$ cat src/rtl/btag_pkg.sv
package btag_pkg;

   localparam int PC_W         = 20;
   localparam int TBL_IDX_W    = 5;
   localparam int BANK_W       = 4;
   // Table area base, entries are two bytes each
   localparam logic [19:0] TBL_BASE     = 20'h00080;
   localparam logic [19:0] TBL_LAST     = 20'h000bf;
   localparam logic [7:0]  BANK_RST     = 8'h00;
   localparam logic [3:0]  UPPER_ZERO   = 4'h0;

   typedef enum logic [2:0] {
      BTAG_NONE    = 3'h0,
      BTAG_REL8    = 3'h1,
      BTAG_REL16   = 3'h3,
      BTAG_IMM20   = 3'h2,
      BTAG_IMM16   = 3'h6,
      BTAG_TABLE   = 3'h7,
      BTAG_REGDIR  = 3'h5
   } btag_mode_t;

   typedef enum logic [1:0] {
      BTAG_ACCUM  = 2'h0,
      BTAG_SECOND = 2'h1,
      BTAG_THIRD  = 2'h2,
      BTAG_FOURTH = 2'h3
   } btag_pair_t;

   // One request from the decoder
   typedef struct packed {
      logic              valid;
      btag_mode_t        mode;
      logic              is_jump;      // Jump form, else call form
      logic              is_branch;    // Branch class instruction
      logic              is_table_call;
      logic [19:0]       next_pc;
      logic [19:0]       imm;
      logic [4:0]        tbl_idx;
      btag_pair_t        pair;
   } btag_req_t;

   // Table fetch handshake with fetch unit
   typedef struct packed {
      logic              rd;
      logic [19:0]       addr;
   } btag_mem_req_t;

   typedef struct packed {
      logic              valid;
      logic [7:0]        data;
   } btag_mem_rsp_t;

   function automatic logic [19:0] btag_tbl_addr(input logic [4:0] idx);
      btag_tbl_addr = TBL_BASE + {14'h0000, idx, 1'b0};
   endfunction

endpackage

$ cat src/rtl/btag_top.sv
`timescale 1ns/1ps
module btag_top
   import btag_pkg::*;
(
   input  wire logic                    SYS_CLK,
   input  wire logic                    RST_N,
   input  wire btag_pkg::btag_req_t     REQ,
   output logic                         REQ_READY,
   input  wire logic [15:0]             ACCUM_PAIR,
   input  wire logic [15:0]             SECOND_PAIR,
   input  wire logic [15:0]             THIRD_PAIR,
   input  wire logic [15:0]             FOURTH_PAIR,
   input  wire logic                    BANK_WR,
   input  wire logic [7:0]              BANK_WDATA,
   output logic      [7:0]              BANK_RDATA,
   output btag_pkg::btag_mem_req_t      MEM_REQ,
   input  wire btag_pkg::btag_mem_rsp_t MEM_RSP,
   output logic                         PC_LOAD,
   output logic      [19:0]             PROGRAM_COUNTER,
   output logic                         BAD_REQ
);
   import btag_pkg::*;

   typedef enum logic [1:0] {
      ST_IDLE = 2'b00,
      ST_LOW  = 2'b01,
      ST_HIGH = 2'b11
   } btag_state_t;

   btag_state_t  state;
   btag_state_t  next_state;
   logic [3:0]   code_bank;
   logic [7:0]   low_byte;
   logic [19:0]  tbl_addr;
   logic [15:0]  pair_val;

   btag_reg_sel u_sel (
      .accum_pair  (ACCUM_PAIR),
      .second_pair (SECOND_PAIR),
      .third_pair  (THIRD_PAIR),
      .fourth_pair (FOURTH_PAIR),
      .pair        (REQ.pair),
      .pair_val    (pair_val)
   );

   wire take = REQ.valid && (state == ST_IDLE);
   wire [19:0] disp8  = {{12{REQ.imm[7]}}, REQ.imm[7:0]};
   wire [19:0] disp16 = {{4{REQ.imm[15]}}, REQ.imm[15:0]};
   // Relative only for the branch class
   wire rel_ok = REQ.is_branch && !REQ.is_table_call;
   // Table mode only for the table call instruction
   wire tbl_ok = REQ.is_table_call;
   // Jump through a pair is legal only via the accumulator pair
   wire reg_ok = !REQ.is_jump || (REQ.pair == BTAG_ACCUM);
   wire is_rel = (REQ.mode == BTAG_REL8) || (REQ.mode == BTAG_REL16);
   wire illegal = (is_rel && !rel_ok) ||
                  ((REQ.mode == BTAG_TABLE) != tbl_ok) ||
                  ((REQ.mode == BTAG_REGDIR) && !reg_ok) ||
                  (REQ.mode == BTAG_NONE);
   wire [19:0] rel_tgt = REQ.next_pc + ((REQ.mode == BTAG_REL8) ? disp8 : disp16);
   wire [19:0] imm20_tgt = REQ.imm;
   wire [19:0] imm16_tgt = {UPPER_ZERO, REQ.imm[15:0]};
   // Bank supplies bits 19..16, pair the low half
   wire [19:0] reg_tgt = {code_bank, pair_val};
   wire [19:0] direct_tgt = is_rel ? rel_tgt :
                            (REQ.mode == BTAG_IMM20) ? imm20_tgt :
                            (REQ.mode == BTAG_IMM16) ? imm16_tgt : reg_tgt;
   wire start_tbl = take && !illegal && (REQ.mode == BTAG_TABLE);
   wire direct_done = take && !illegal && (REQ.mode != BTAG_TABLE);

   assign REQ_READY = (state == ST_IDLE);
   assign BANK_RDATA = {4'h0, code_bank};
   assign MEM_REQ.rd = (state != ST_IDLE);
   assign MEM_REQ.addr = (state == ST_HIGH) ? tbl_addr + 20'h00001 : tbl_addr;

   always_comb begin
      next_state = state;
      case (state)
         ST_IDLE: begin
            if (start_tbl) begin
               next_state = ST_LOW;
            end
         end
         ST_LOW: begin
            if (MEM_RSP.valid) begin
               next_state = ST_HIGH;
            end
         end
         ST_HIGH: begin
            if (MEM_RSP.valid) begin
               next_state = ST_IDLE;
            end
         end
         default: next_state = ST_IDLE;
      endcase
   end

   always_ff @(posedge SYS_CLK or negedge RST_N) begin
      if (!RST_N) begin
         state <= ST_IDLE;
      end else begin
         state <= next_state;
      end
   end

   always_ff @(posedge SYS_CLK or negedge RST_N) begin
      if (!RST_N) begin
         code_bank <= BANK_RST[3:0];
      end else if (BANK_WR) begin
         code_bank <= BANK_WDATA[3:0];
      end
   end

   always_ff @(posedge SYS_CLK or negedge RST_N) begin
      if (!RST_N) begin
         tbl_addr <= 20'h00000;
         low_byte <= 8'h00;
      end else begin
         if (start_tbl) begin
            tbl_addr <= btag_tbl_addr(REQ.tbl_idx);
         end
         if ((state == ST_LOW) && MEM_RSP.valid) begin
            low_byte <= MEM_RSP.data;
         end
      end
   end

   always_ff @(posedge SYS_CLK or negedge RST_N) begin
      if (!RST_N) begin
         PC_LOAD <= 1'b0;
         PROGRAM_COUNTER <= 20'h00000;
         BAD_REQ <= 1'b0;
      end else begin
         PC_LOAD <= 1'b0;
         BAD_REQ <= take && illegal;
         if (direct_done) begin
            PC_LOAD <= 1'b1;
            PROGRAM_COUNTER <= direct_tgt;
         end else if ((state == ST_HIGH) && MEM_RSP.valid) begin
            PC_LOAD <= 1'b1;
            // Low byte first, upper nibble held at zero
            PROGRAM_COUNTER <= {UPPER_ZERO, MEM_RSP.data, low_byte};
         end
      end
   end
endmodule

$ cat src/rtl/btag_reg_sel.sv
`timescale 1ns/1ps
module btag_reg_sel
   import btag_pkg::*;
(
   input  wire logic [15:0]          accum_pair,
   input  wire logic [15:0]          second_pair,
   input  wire logic [15:0]          third_pair,
   input  wire logic [15:0]          fourth_pair,
   input  wire btag_pkg::btag_pair_t pair,
   output logic      [15:0]          pair_val
);
   import btag_pkg::*;

   assign pair_val = (pair == BTAG_ACCUM)  ? accum_pair  :
                     (pair == BTAG_SECOND) ? second_pair :
                     (pair == BTAG_THIRD)  ? third_pair  : fourth_pair;
endmodule

$ cat config.mk
export PLATFORM = sky130hd
export DESIGN_NAME = btag_top
export DESIGN_NICKNAME = d
export VERILOG_FILES = /design/src/rtl/btag_pkg.sv /design/src/rtl/btag_top.sv /design/src/rtl/btag_reg_sel.sv
export SDC_FILE = /design/constraint.sdc
export NUM_CORES = 1
export LEC_CHECK = 0
export BUFFER_PORTS_ARGS = -buffer_cell sky130_fd_sc_hd__buf_4
export CORE_MARGIN = 3
export CORE_UTILIZATION = 49
export CTS_BUF_LIST = sky130_fd_sc_hd__clkbuf_8
export DETAILED_ROUTE_END_ITERATION = 6
export PLACE_DENSITY = 0.82
export SETUP_SLACK_MARGIN = 0.15
export SLEW_MARGIN = 10
export SYNTH_ARGS = -nofsm -noshare
export SYNTH_HDL_FRONTEND = slang
export SYNTH_HIERARCHICAL = 1
export SYNTH_SLANG_ARGS = --single-unit
$ cat constraint.sdc
create_clock -name SYS_CLK -period 2.11 [get_ports SYS_CLK]
set_clock_uncertainty 0.1 [all_clocks]
set_input_delay 0 -clock SYS_CLK [delete_from_list [all_inputs] [get_ports SYS_CLK]]
set_output_delay 0 -clock SYS_CLK [all_outputs]
set_load 0.03 [all_outputs]
==> impl_results.md, run 1 <==
- Worst VDD drop: 0.000415 V
- Cells after synthesis: 414
- Area share of the largest cell type after synthesis: 26.7%
- Run status: completed
- Register area share after synthesis: 26.7%
- GRT Overall Usage: 30.7%
- Layout cells sized above 1: 49.2%
- Layout area overhead: 59.9%
- Internal: 2.89 mW
- Max FO, Critical Path: 8
- Clock sinks: 42
- Relative slew slack: 65.3%
- PortBufs: 168
- Design Power: 5.12 mW
- Max Cap Viol: 0
- Sw power: 2.23 mW
- Fin crit period: 2.02 ns
- Synthesized area: 3940 µm²
- Arr. time, crit path: 2.09 ns
- FF+latch count, synth: 42
- Vias per Instance: 5.97
- Type of origin of the critical path: input pin
- Hpwl dp: 11.1 mm
- Nets: 808
- Synth warn: 6
- Static Leak: 2.93 nW
- Tcrit/Tclk final: 95.6%
- H-tree Lvls: 2
- CTS tree: yes
- Comb power frac: 59.3%
- Initial antenna violation count: 0
- Vias in the first global route: 4305
- Final Max Tran Viols: 0
- Endpoints failing setup: 0
- Top cells by area, synth: dfrtp_1, ha_1, mux4_2
- Initial core utilization: 50.7%
- Cell row count: 32
- Clock Path Buffers: 2
- # DRC: 0
- Switching Share: 43.5%
- Fmax achieved: 496 MHz
- CTS root buf: clkbuf_8
- First-pass GRT wire length: 21.7 mm
- Worst-path clk slew: 0.08 ns
- # IOs: 190
- DIE AREA: 9150 µm²
- Seq pwr share: 27.9%
- Crit path kind: in -> reg
- Number of synthesized flops with an enable pin: 0
- Setup Total Neg Slack: 0 ns
- RSZ-0062 raised after global routing: true
- Initial drt markers: 334
- Die height: 95.6 µm
- Class of the worst hold path: in -> reg
- Core area: 7770 µm²
- P per Cell Area: 813 nW/µm²
- Largest net degree at the start of global routing: 43
- Most frequent cells in the layout: buf_4, dfrtp_1, nand2_1, nor2_1, dlygate4sd3_1
- Worst skew pair latency: 0.30 ns
- GR Overflow Total: 0
- Tightest Pin Transition: 0.520 ns
- Final Hold Vio Count: 0
- Vias: 4477
- GPL Wtd Cong: 1.03
- DR pass1 iterations: 5
- Num CTS Buffers: 5
- Area leader, netlist: dfrtp_1
- Data required time at the worst endpoint: 2.19 ns
- Netlist cell types: 68
- Clock power frac: 12.7%
- Routed WL per cell: 20.9 µm
- Total wire length: 15.7 mm
- Top FF cell, synth: dfrtp_1
- Avg Cell Area, Syn: 9.51 µm²
- Die Width: 95.6 µm
- Antenna Violating Nets Remaining: 0
- Crit. End Element: flip-flop
- Commonest non-fill, non-tap cell in the layout: buf_4
- Async S/R FF share, synth: 100%
- Final antenna diode count: 0
-- cell usage after synthesis, drive strengths merged (3+ instances only) --
cell type  count
nand4          5
nor2          27
mux2          19
or2            3
mux4          16
inv           10
a22oi          4
and2           4
o211ai         9
nor2b          4
o22ai          3
a21boi         3
a311oi         4
a221o          3
a21o           9
nor4           3
nand2b         5
o21a           4
buf           30
a211oi        10
and3           5
dfrtp         42
mux2i         16
o21ai         17
nand2         36
xor2           6
nand3          8
ha            22
nor3           4
clkbuf         9
a21oi         30
xnor2         10
a31oi          6
-- timing repair --
item,CTS,global route
hold buffers,24,0
buffers inserted,0,6
pin swaps,4,23
hold endpoints to repair,69,0
gates resized for setup,20,34
setup endpoints to repair,14,23
-- kinds of logic after synthesis --
kind of cell | count (synthesis) | share of synthesized area (%)
AO/OA/AOI/OAI | 121 | 21.4
AND/OR/NAND/NOR | 111 | 13.8
multiplexers | 51 | 19.2
other | 1 | 0.0953
adder cells (fa/ha/maj) | 23 | 7.50
XOR/XNOR | 16 | 3.56
buffers and inverters | 49 | 7.66
flip-flops | 42 | 26.7
-- metrics by stage --
stage	hold WS [ns]	cell area (µm²)	setup slack, ns	utilization [%]	std cells
after floorplan	-0.396	4150	-0.198	-	430
after global placement	-0.0915	5620	-0.254	72.4	712
after detailed placement	-0.0881	5620	-0.252	72.4	712
after CTS	0.00958	6070	0.151	78.1	744
after global routing	0.0556	6300	-0.0140	81.1	750
final	0.0211	6300	0.0938	81.1	750
-- power groups by stage --
stage	Combinational (mW)	Sequential (mW)	Clock, mW
floorplan	1.16	1.87	0
global placement	2.63	1.39	0
detailed placement	2.68	1.40	0
CTS	2.77	1.39	0.640
global route	3.19	1.45	0.679
finish	3.04	1.43	0.651
-- final cells by class --
cell class                      count  area, µm²
Inverter                           10       40.0
Clock buffer                        5       68.8
Fill cell                         471       1470
Timing Repair Buffer              249       1980
Clock inverter                      3       41.3
Sequential cell                    42       1050
Multi-Input combinational cell    339       2990
Tap cell                          102        128
-- per-layer routing --
metal | track usage [%] | vias to the layer above | share of wire, %
li1 | - | 2001 | -
met1 | 39.9 | 2103 | 38
met2 | 53.1 | 319 | 50
met3 | 4.18 | 54 | 9.2
met4 | 8.41 | 0 | 3.4
met5 | 0 | - | 0
-- worst max-delay path, cell delays in order --
cell	delay, ns
buf_4	0.12
nor2b_4	0.17
and3_4	0.27
a21o_1	0.15
ha_4	0.21
buf_6	0.12
a21oi_2	0.14
o21ai_1	0.09
a21oi_2	0.18
nand3b_1	0.13
a311oi_2	0.29
buf_4	0.16
a31oi_1	0.05
-- worst paths after layout --
check,from,end,slack [ns],cells after the start
setup reg to reg,state[0],PROGRAM_COUNTER[5],0.10,8
hold reg to reg,tbl_addr[7],tbl_addr[7],0.39,1
setup / recovery,REQ[52],PROGRAM_COUNTER[15],0.09,13
max in group asynchronous,RST_N,state[1],1.40,2
min in group asynchronous,RST_N,PROGRAM_COUNTER[2],0.12,2
hold / removal,REQ[47],BAD_REQ,0.02,5
-- state kept, by name, indices dropped and copies added, names as in the netlist --
register,cells
tbl_addr,6
state,2
PC_LOAD,1
PROGRAM_COUNTER,20
low_byte,8
BAD_REQ,1
code_bank,4
Note: power is estimated with default switching activity, not from simulation.
==> run 2: changes to the inputs <==
- CORE_UTILIZATION: 49 -> 30
- PLACE_DENSITY: 0.82 -> 0.54
- clock period: 2.11 -> 2.27 ns (I/O delays scaled with it)
==> run 2 against run 1 <==
Compared with the run above: critical path depth shrank 2; sequential share of layout area grew 0.40 points; global-route usage shrank 11 points; worst hold slack gained 0.0072 ns; count of clock-buffer cells in the layout is the same; clock power shrank 30%; final area shrank 2.6%; cell count grew 8.4%; die area grew 59%; largest cell class unchanged; sequential power shrank 10%; wire length shrank 6.1%; total power shrank 15%.
==> impl_results.md, run 2 (same netlist as run 1, synthesis figures left out) <==
- Routed WL per cell: 18.1 µm (-13%)
- Worst r2r src: state[0]
- Multi-input logic area: 2860 µm² (-4.3%)
- Filler instances: 1235 (+160%)
- GR Overflow Total: 0 (unchanged)
- Final antenna diode count: 0 (unchanged)
- Tcrit/Tclk final: 92.4%
- Commonest non-fill, non-tap cell in the layout: buf_4
- Worst VDD drop: 0.000245 V (-41%)
- Clock sinks: 42 (unchanged)
- Nets: 802 (-0.74%)
- Initial core utilization: 30.9% (-20 points)
- Type of origin of the critical path: input pin
- Largest regs: PROGRAM_COUNTER (20), low_byte (8), tbl_addr (6)
- First-pass GRT wire length: 22.1 mm (+2.0%)
- Sequential Area: 1050 µm² (-0.24%)
- # DRC: 0 (unchanged)
- Crit. End Element: flip-flop
- Run status: completed
- Hpwl dp: 12.0 mm (+8.1%)
- Core area: 12700 µm² (+64%)
- Worst skew pair latency: 0.29 ns (about the same)
- DIE AREA: 14500 µm² (+59%)
- P per Cell Area: 708 nW/µm² (-13%)
- CTS root buf: clkbuf_8
- # IOs: 190 (unchanged)
- Clock Path Buffers: 2 (unchanged)
- Data required time at the worst endpoint: 2.36 ns (+0.17 ns)
- CTS tree: yes
- Vias in the first global route: 4185 (-2.8%)
- Class of the worst hold path: in -> reg
- Fmax achieved: 477 MHz
- Most flop-heavy register: PROGRAM_COUNTER
- Static Leak: 2.86 nW (-2.3%)
- Final Hold Vio Count: 0 (unchanged)
- Layout area overhead: 55.8%
- Layout cells sized above 1: 46.3% (-2.9 points)
- PortBufs: 168 (unchanged)
- Startpoint of the worst hold path: REQ[47]
- Arr. time, crit path: 2.19 ns (+0.10 ns)
- Tightest Pin Transition: 0.548 ns (+0.0273 ns)
- Setup ws final: 0.172 ns (+0.0780 ns)
- Vias: 4068 (-9.1%)
- Most frequent cells in the layout: buf_4, dfrtp_1, nand2_1, nor2_1, dlygate4sd3_1
- Hold Slack: 0.0283 ns (+0.00724 ns)
- Max Cap Viol: 0 (unchanged)
- Setup repair bufs after CTS: 0 (unchanged)
- R2r setup slk: 0.25 ns (+0.15 ns)
- Worst hold endpoint: BAD_REQ
- Worst-path clk slew: 0.08 ns (about the same)
- RSZ-0062 raised after global routing: true
- Setup Total Neg Slack: 0 ns (unchanged)
- Final cell count without fillers: 813 (+8.4%)
- DR pass1 iterations: 6 (+1)
- Max FO, Critical Path: 8 (unchanged)
- Met1 WL: 6.86 mm (+16%)
- Die height: 121 µm (+26%)
- WHS Path Cells: 5 (unchanged)
- Endpoints failing setup: 0 (unchanged)
- Largest net degree at the start of global routing: 43 (unchanged)
- GRT Overall Usage: 19.2% (-11 points)
- GPL Wtd Cong: 0.855 (-17%)
- Total wire length: 14.7 mm (-6.1%)
- Fin crit period: 2.10 ns
- Crit path kind: in -> reg
- Final Max Tran Viols: 0 (unchanged)
- Num CTS Buffers: 5 (unchanged)
- Initial drt markers: 191 (-43%)
- Pre-CTS setup slack: -0.331 ns (-0.0791 ns)
- Relative slew slack: 63.3% (-2.0 points)
- Highest Signal Layer: met5
- Die Width: 121 µm (+26%)
- Initial antenna violation count: 1 (+1)
- Vias per Instance: 5.00 (-16%)
- Post-route cell area: 6130 µm² (-2.6%)
- Antenna Violating Nets Remaining: 0 (unchanged)
- R2r endpoint: PROGRAM_COUNTER[3]
- Met2 wire length: 7.10 mm (-8.5%)
- Max reg flops: 20 (unchanged)
- Reg2reg path depth: 7 (-1)
- H-tree Lvls: 2 (unchanged)
- Cell row count: 41 (+28%)
- Cell total after placement: 781 (+9.7%)
- Placed cell areas: 5660 µm² (+0.60%)
- Met3 routed WL: 553 µm (-62%)
run 2: critical path: stages:
cell      delay [ns]
buf_4           0.11
nor2b_4         0.13
and3_4          0.19
a21o_1          0.16
ha_2            0.38
nand4_1         0.23
nor2_1          0.20
nand3_2         0.12
a211oi_2        0.31
o21ai_0         0.14
a31o_1          0.22
run 2: worst max-delay path by stage:
stage,start,end,slack (ns)
2_1_floorplan,REQ[50],PROGRAM_COUNTER[19],-0.04
3_3_place_gp,REQ[52],PROGRAM_COUNTER[18],-0.32
3_5_place_dp,REQ[52],PROGRAM_COUNTER[18],-0.33
4_1_cts,REQ[52],PROGRAM_COUNTER[18],0.14
5_1_grt,REQ[50],PROGRAM_COUNTER[18],0.04
6_report,REQ[50],PROGRAM_COUNTER[19],0.17
run 2: area by class of cell:
cell class	instances	share of cell area (%)
Sequential cell	42	17.1
Clock inverter	2	0.163
Multi-Input combinational cell	339	46.6
Timing Repair Buffer	243	30.8
Tap cell	172	3.51
Inverter	10	0.653
Clock buffer	5	1.12
run 2: metal layers:
layer	vias up	global-route usage, %
met5	-	0
met2	109	31.7
met1	1954	27.2
met3	15	2.34
li1	1988	-
met4	2	4.18
run 2: timing repair:
| item | in CTS | in global routing |
|---|---|---|
| pin swaps | 0 | 8 |
| endpoints found under the hold margin | 68 | 0 |
| resized for setup | 6 | 25 |
| hold buffers | 25 | 0 |
| endpoints found under the setup margin | 6 | 14 |
run 2: report_power, final:
part	switching, mW	leakage [nW]	internal [mW]	total, mW
clock network	0.251	0.0438	0.207	0.458
logic	1.41	2.31	1.19	2.60
registers	0.209	0.503	1.08	1.28
run 2: stage by stage:
stage / util (%) / power [mW]
2_1_floorplan: - / 2.80
6_report: 48.2 / 4.34
3_3_place_gp: 44.5 / 3.79
4_1_cts: 47.2 / 4.33
5_1_grt: 48.2 / 4.63
3_5_place_dp: 44.5 / 3.82
==> run 3: changes to the inputs <==
==> constraint.sdc (replaced) <==
create_clock -name SYS_CLK -period 2.4 [get_ports SYS_CLK]
set_clock_uncertainty 0.1 [all_clocks]
set_input_delay 0 -clock SYS_CLK [delete_from_list [all_inputs] [get_ports SYS_CLK]]
set_output_delay 0 -clock SYS_CLK [all_outputs]
set_load 0.05 [all_outputs]
==> run 3 against run 2 <==
Compared with the run above: sequential power fell by 5%; core utilization fell by 0.69 points; first-iteration DRC count rose by 42%; via count rose by 0.71%; largest power group unchanged.
==> impl_results.md, run 3 (same netlist as run 1, synthesis figures left out) <==
- CTS tree: yes
- Commonest non-fill, non-tap cell in the layout: buf_4
- Post-route cell area: 6050 µm² (-1.4%)
- WHS Path Cells: 5 (unchanged)
- Max FO, Critical Path: 2 (-6)
- Data required time at the worst endpoint: 2.49 ns (+0.13 ns)
- R2r setup slk: 0.32 ns (+0.07 ns)
- Relative slew slack: 64.0% (+0.72 points)
- Static Leak: 2.87 nW (+0.41%)
- RSZ-0062 raised after global routing: true
- PortBufs: 168 (unchanged)
- Most frequent cells in the layout: buf_4, dfrtp_1, nand2_1, nor2_1, dlygate4sd3_1
- Crit. End Element: flip-flop
- Initial core utilization: 30.9% (unchanged)
- Pre-CTS setup slack: -0.144 ns (+0.187 ns)
- Max reg flops: 20 (unchanged)
- Final antenna diode count: 0 (unchanged)
- Worst hold endpoint: BAD_REQ
- Startpoint of the worst hold path: REQ[47]
- Layout area overhead: 53.6%
- DR pass1 iterations: 5 (-1)
- Tcrit/Tclk final: 89.3%
- Vias per Instance: 5.00 (about the same)
- Fin util: 47.5% (-0.69 points)
- Antenna Violating Nets Remaining: 0 (unchanged)
- GPL Wtd Cong: 0.918 (+7.4%)
- Max Cap Viol: 0 (unchanged)
- Setup Total Neg Slack: 0 ns (unchanged)
- Fin crit period: 2.14 ns
- Die Width: 121 µm (unchanged)
- Clock sinks: 42 (unchanged)
- Fmax achieved: 467 MHz
- Clock Path Buffers: 2 (unchanged)
- First-pass GRT wire length: 22.0 mm (-0.41%)
- Total wire length: 14.3 mm (-2.9%)
- Placed cell areas: 5640 µm² (-0.31%)
- Reg2reg path depth: 7 (unchanged)
- Vias: 4097 (+0.71%)
- Layout cells sized above 1: 43.9% (-2.4 points)
- GR Overflow Total: 0 (unchanged)
- Class of the worst hold path: in -> reg
- Type of origin of the critical path: input pin
- Design Power: 4.53 mW (+4.4%)
- Run status: completed
- Initial antenna violation count: 0 (-1)
- Worst skew pair latency: 0.30 ns (about the same)
- Crit path kind: in -> reg
- Hpwl dp: 11.7 mm (-2.9%)
- DIE AREA: 14500 µm² (unchanged)
- CTS root buf: clkbuf_8
- GRT Overall Usage: 18.9% (-0.33 points)
- Sequential Area: 1050 µm² (unchanged)
- Largest net degree at the start of global routing: 43 (unchanged)
- Cell row count: 41 (unchanged)
- Num CTS Buffers: 5 (unchanged)
- P per Cell Area: 750 nW/µm² (+5.9%)
- Most flop-heavy register: PROGRAM_COUNTER
- Largest regs: PROGRAM_COUNTER (20), low_byte (8), tbl_addr (6)
- Filler instances: 1250 (+1.2%)
- Setup ws final: 0.257 ns (+0.0855 ns)
- Multi-input logic area: 2720 µm² (-4.7%)
- Routed WL per cell: 17.4 µm (-3.6%)
- Endpoints failing setup: 0 (unchanged)
- Arr. time, crit path: 2.23 ns (+0.04 ns)
- Final Max Tran Viols: 0 (unchanged)
- Tightest Pin Transition: 0.539 ns (-0.00832 ns)
- Nets: 807 (+0.62%)
- H-tree Lvls: 2 (unchanged)
- Worst-path clk slew: 0.09 ns (about the same)
- Final Hold Vio Count: 0 (unchanged)
- Worst r2r src: state[0]
- Worst VDD drop: 0.000308 V (+26%)
- Initial drt markers: 272 (+42%)
- Vias in the first global route: 4170 (-0.36%)
- Die height: 121 µm (unchanged)
- # DRC: 0 (unchanged)
- R2r endpoint: PROGRAM_COUNTER[2]
- # IOs: 190 (unchanged)
- Core area: 12700 µm² (unchanged)
[run 3: how the worst max path moves through the flow]
| stage | cells past startpoint | from | to |
|---|---|---|---|
| floorplan | 13 | REQ[50] | PROGRAM_COUNTER[19] |
| global placement | 12 | REQ[52] | PROGRAM_COUNTER[16] |
| detailed placement | 12 | REQ[52] | PROGRAM_COUNTER[16] |
| CTS | 12 | REQ[52] | PROGRAM_COUNTER[16] |
| global route | 12 | REQ[52] | PROGRAM_COUNTER[16] |
| finish | 10 | REQ[7] | PROGRAM_COUNTER[12] |
[run 3: what timing repair did]
item | CTS | global route
gates resized for setup | 2 | 14
buffers inserted | 0 | 1
hold buffers | 25 | 0
pin swaps | 0 | 1
setup endpoints to repair | 1 | 11
hold endpoints to repair | 70 | 0
[run 3: power breakdown]
part	internal, mW	total (mW)	switching (mW)
Clock	0.232	0.491	0.260
Sequential	1.02	1.22	0.204
Combinational	1.11	2.82	1.71
[run 3: critical path, stage by stage]
cell and delay, ns:
buf_4 0.11, ha_1 0.22, fa_1 0.42, a211oi_1 0.31, o211ai_1 0.19, buf_4 0.18, a41oi_1 0.22, xor2_1 0.18
o32ai_1 0.13, a221o_1 0.27
[run 3: per-layer routing]
metal | GRT usage [%] | vias to the layer above | part of all wire, %
li1 | - | 2005 | -
met5 | 0 | - | 0
met1 | 27.5 | 1944 | 46
met3 | 2.39 | 10 | 6.1
met4 | 2.97 | 0 | 0.72
met2 | 30.7 | 138 | 47
[run 3: per-stage QoR]
| step | hold WS [ns] | cells |
|---|---|---|
| CTS | 0.00681 | 818 |
| finish | 0.00973 | 819 |
| global placement | -0.0790 | 785 |
| detailed placement | -0.0780 | 785 |
| global route | 0.0314 | 819 |
| floorplan | -0.396 | 430 |
[run 3: cell type report]
class	instances	area share, %
Multi-Input combinational cell	339	45.0
Timing Repair Buffer	248	31.8
Sequential cell	42	17.4
Tap cell	172	3.56
Clock buffer	6	1.37
Inverter	10	0.621
Clock inverter	2	0.207
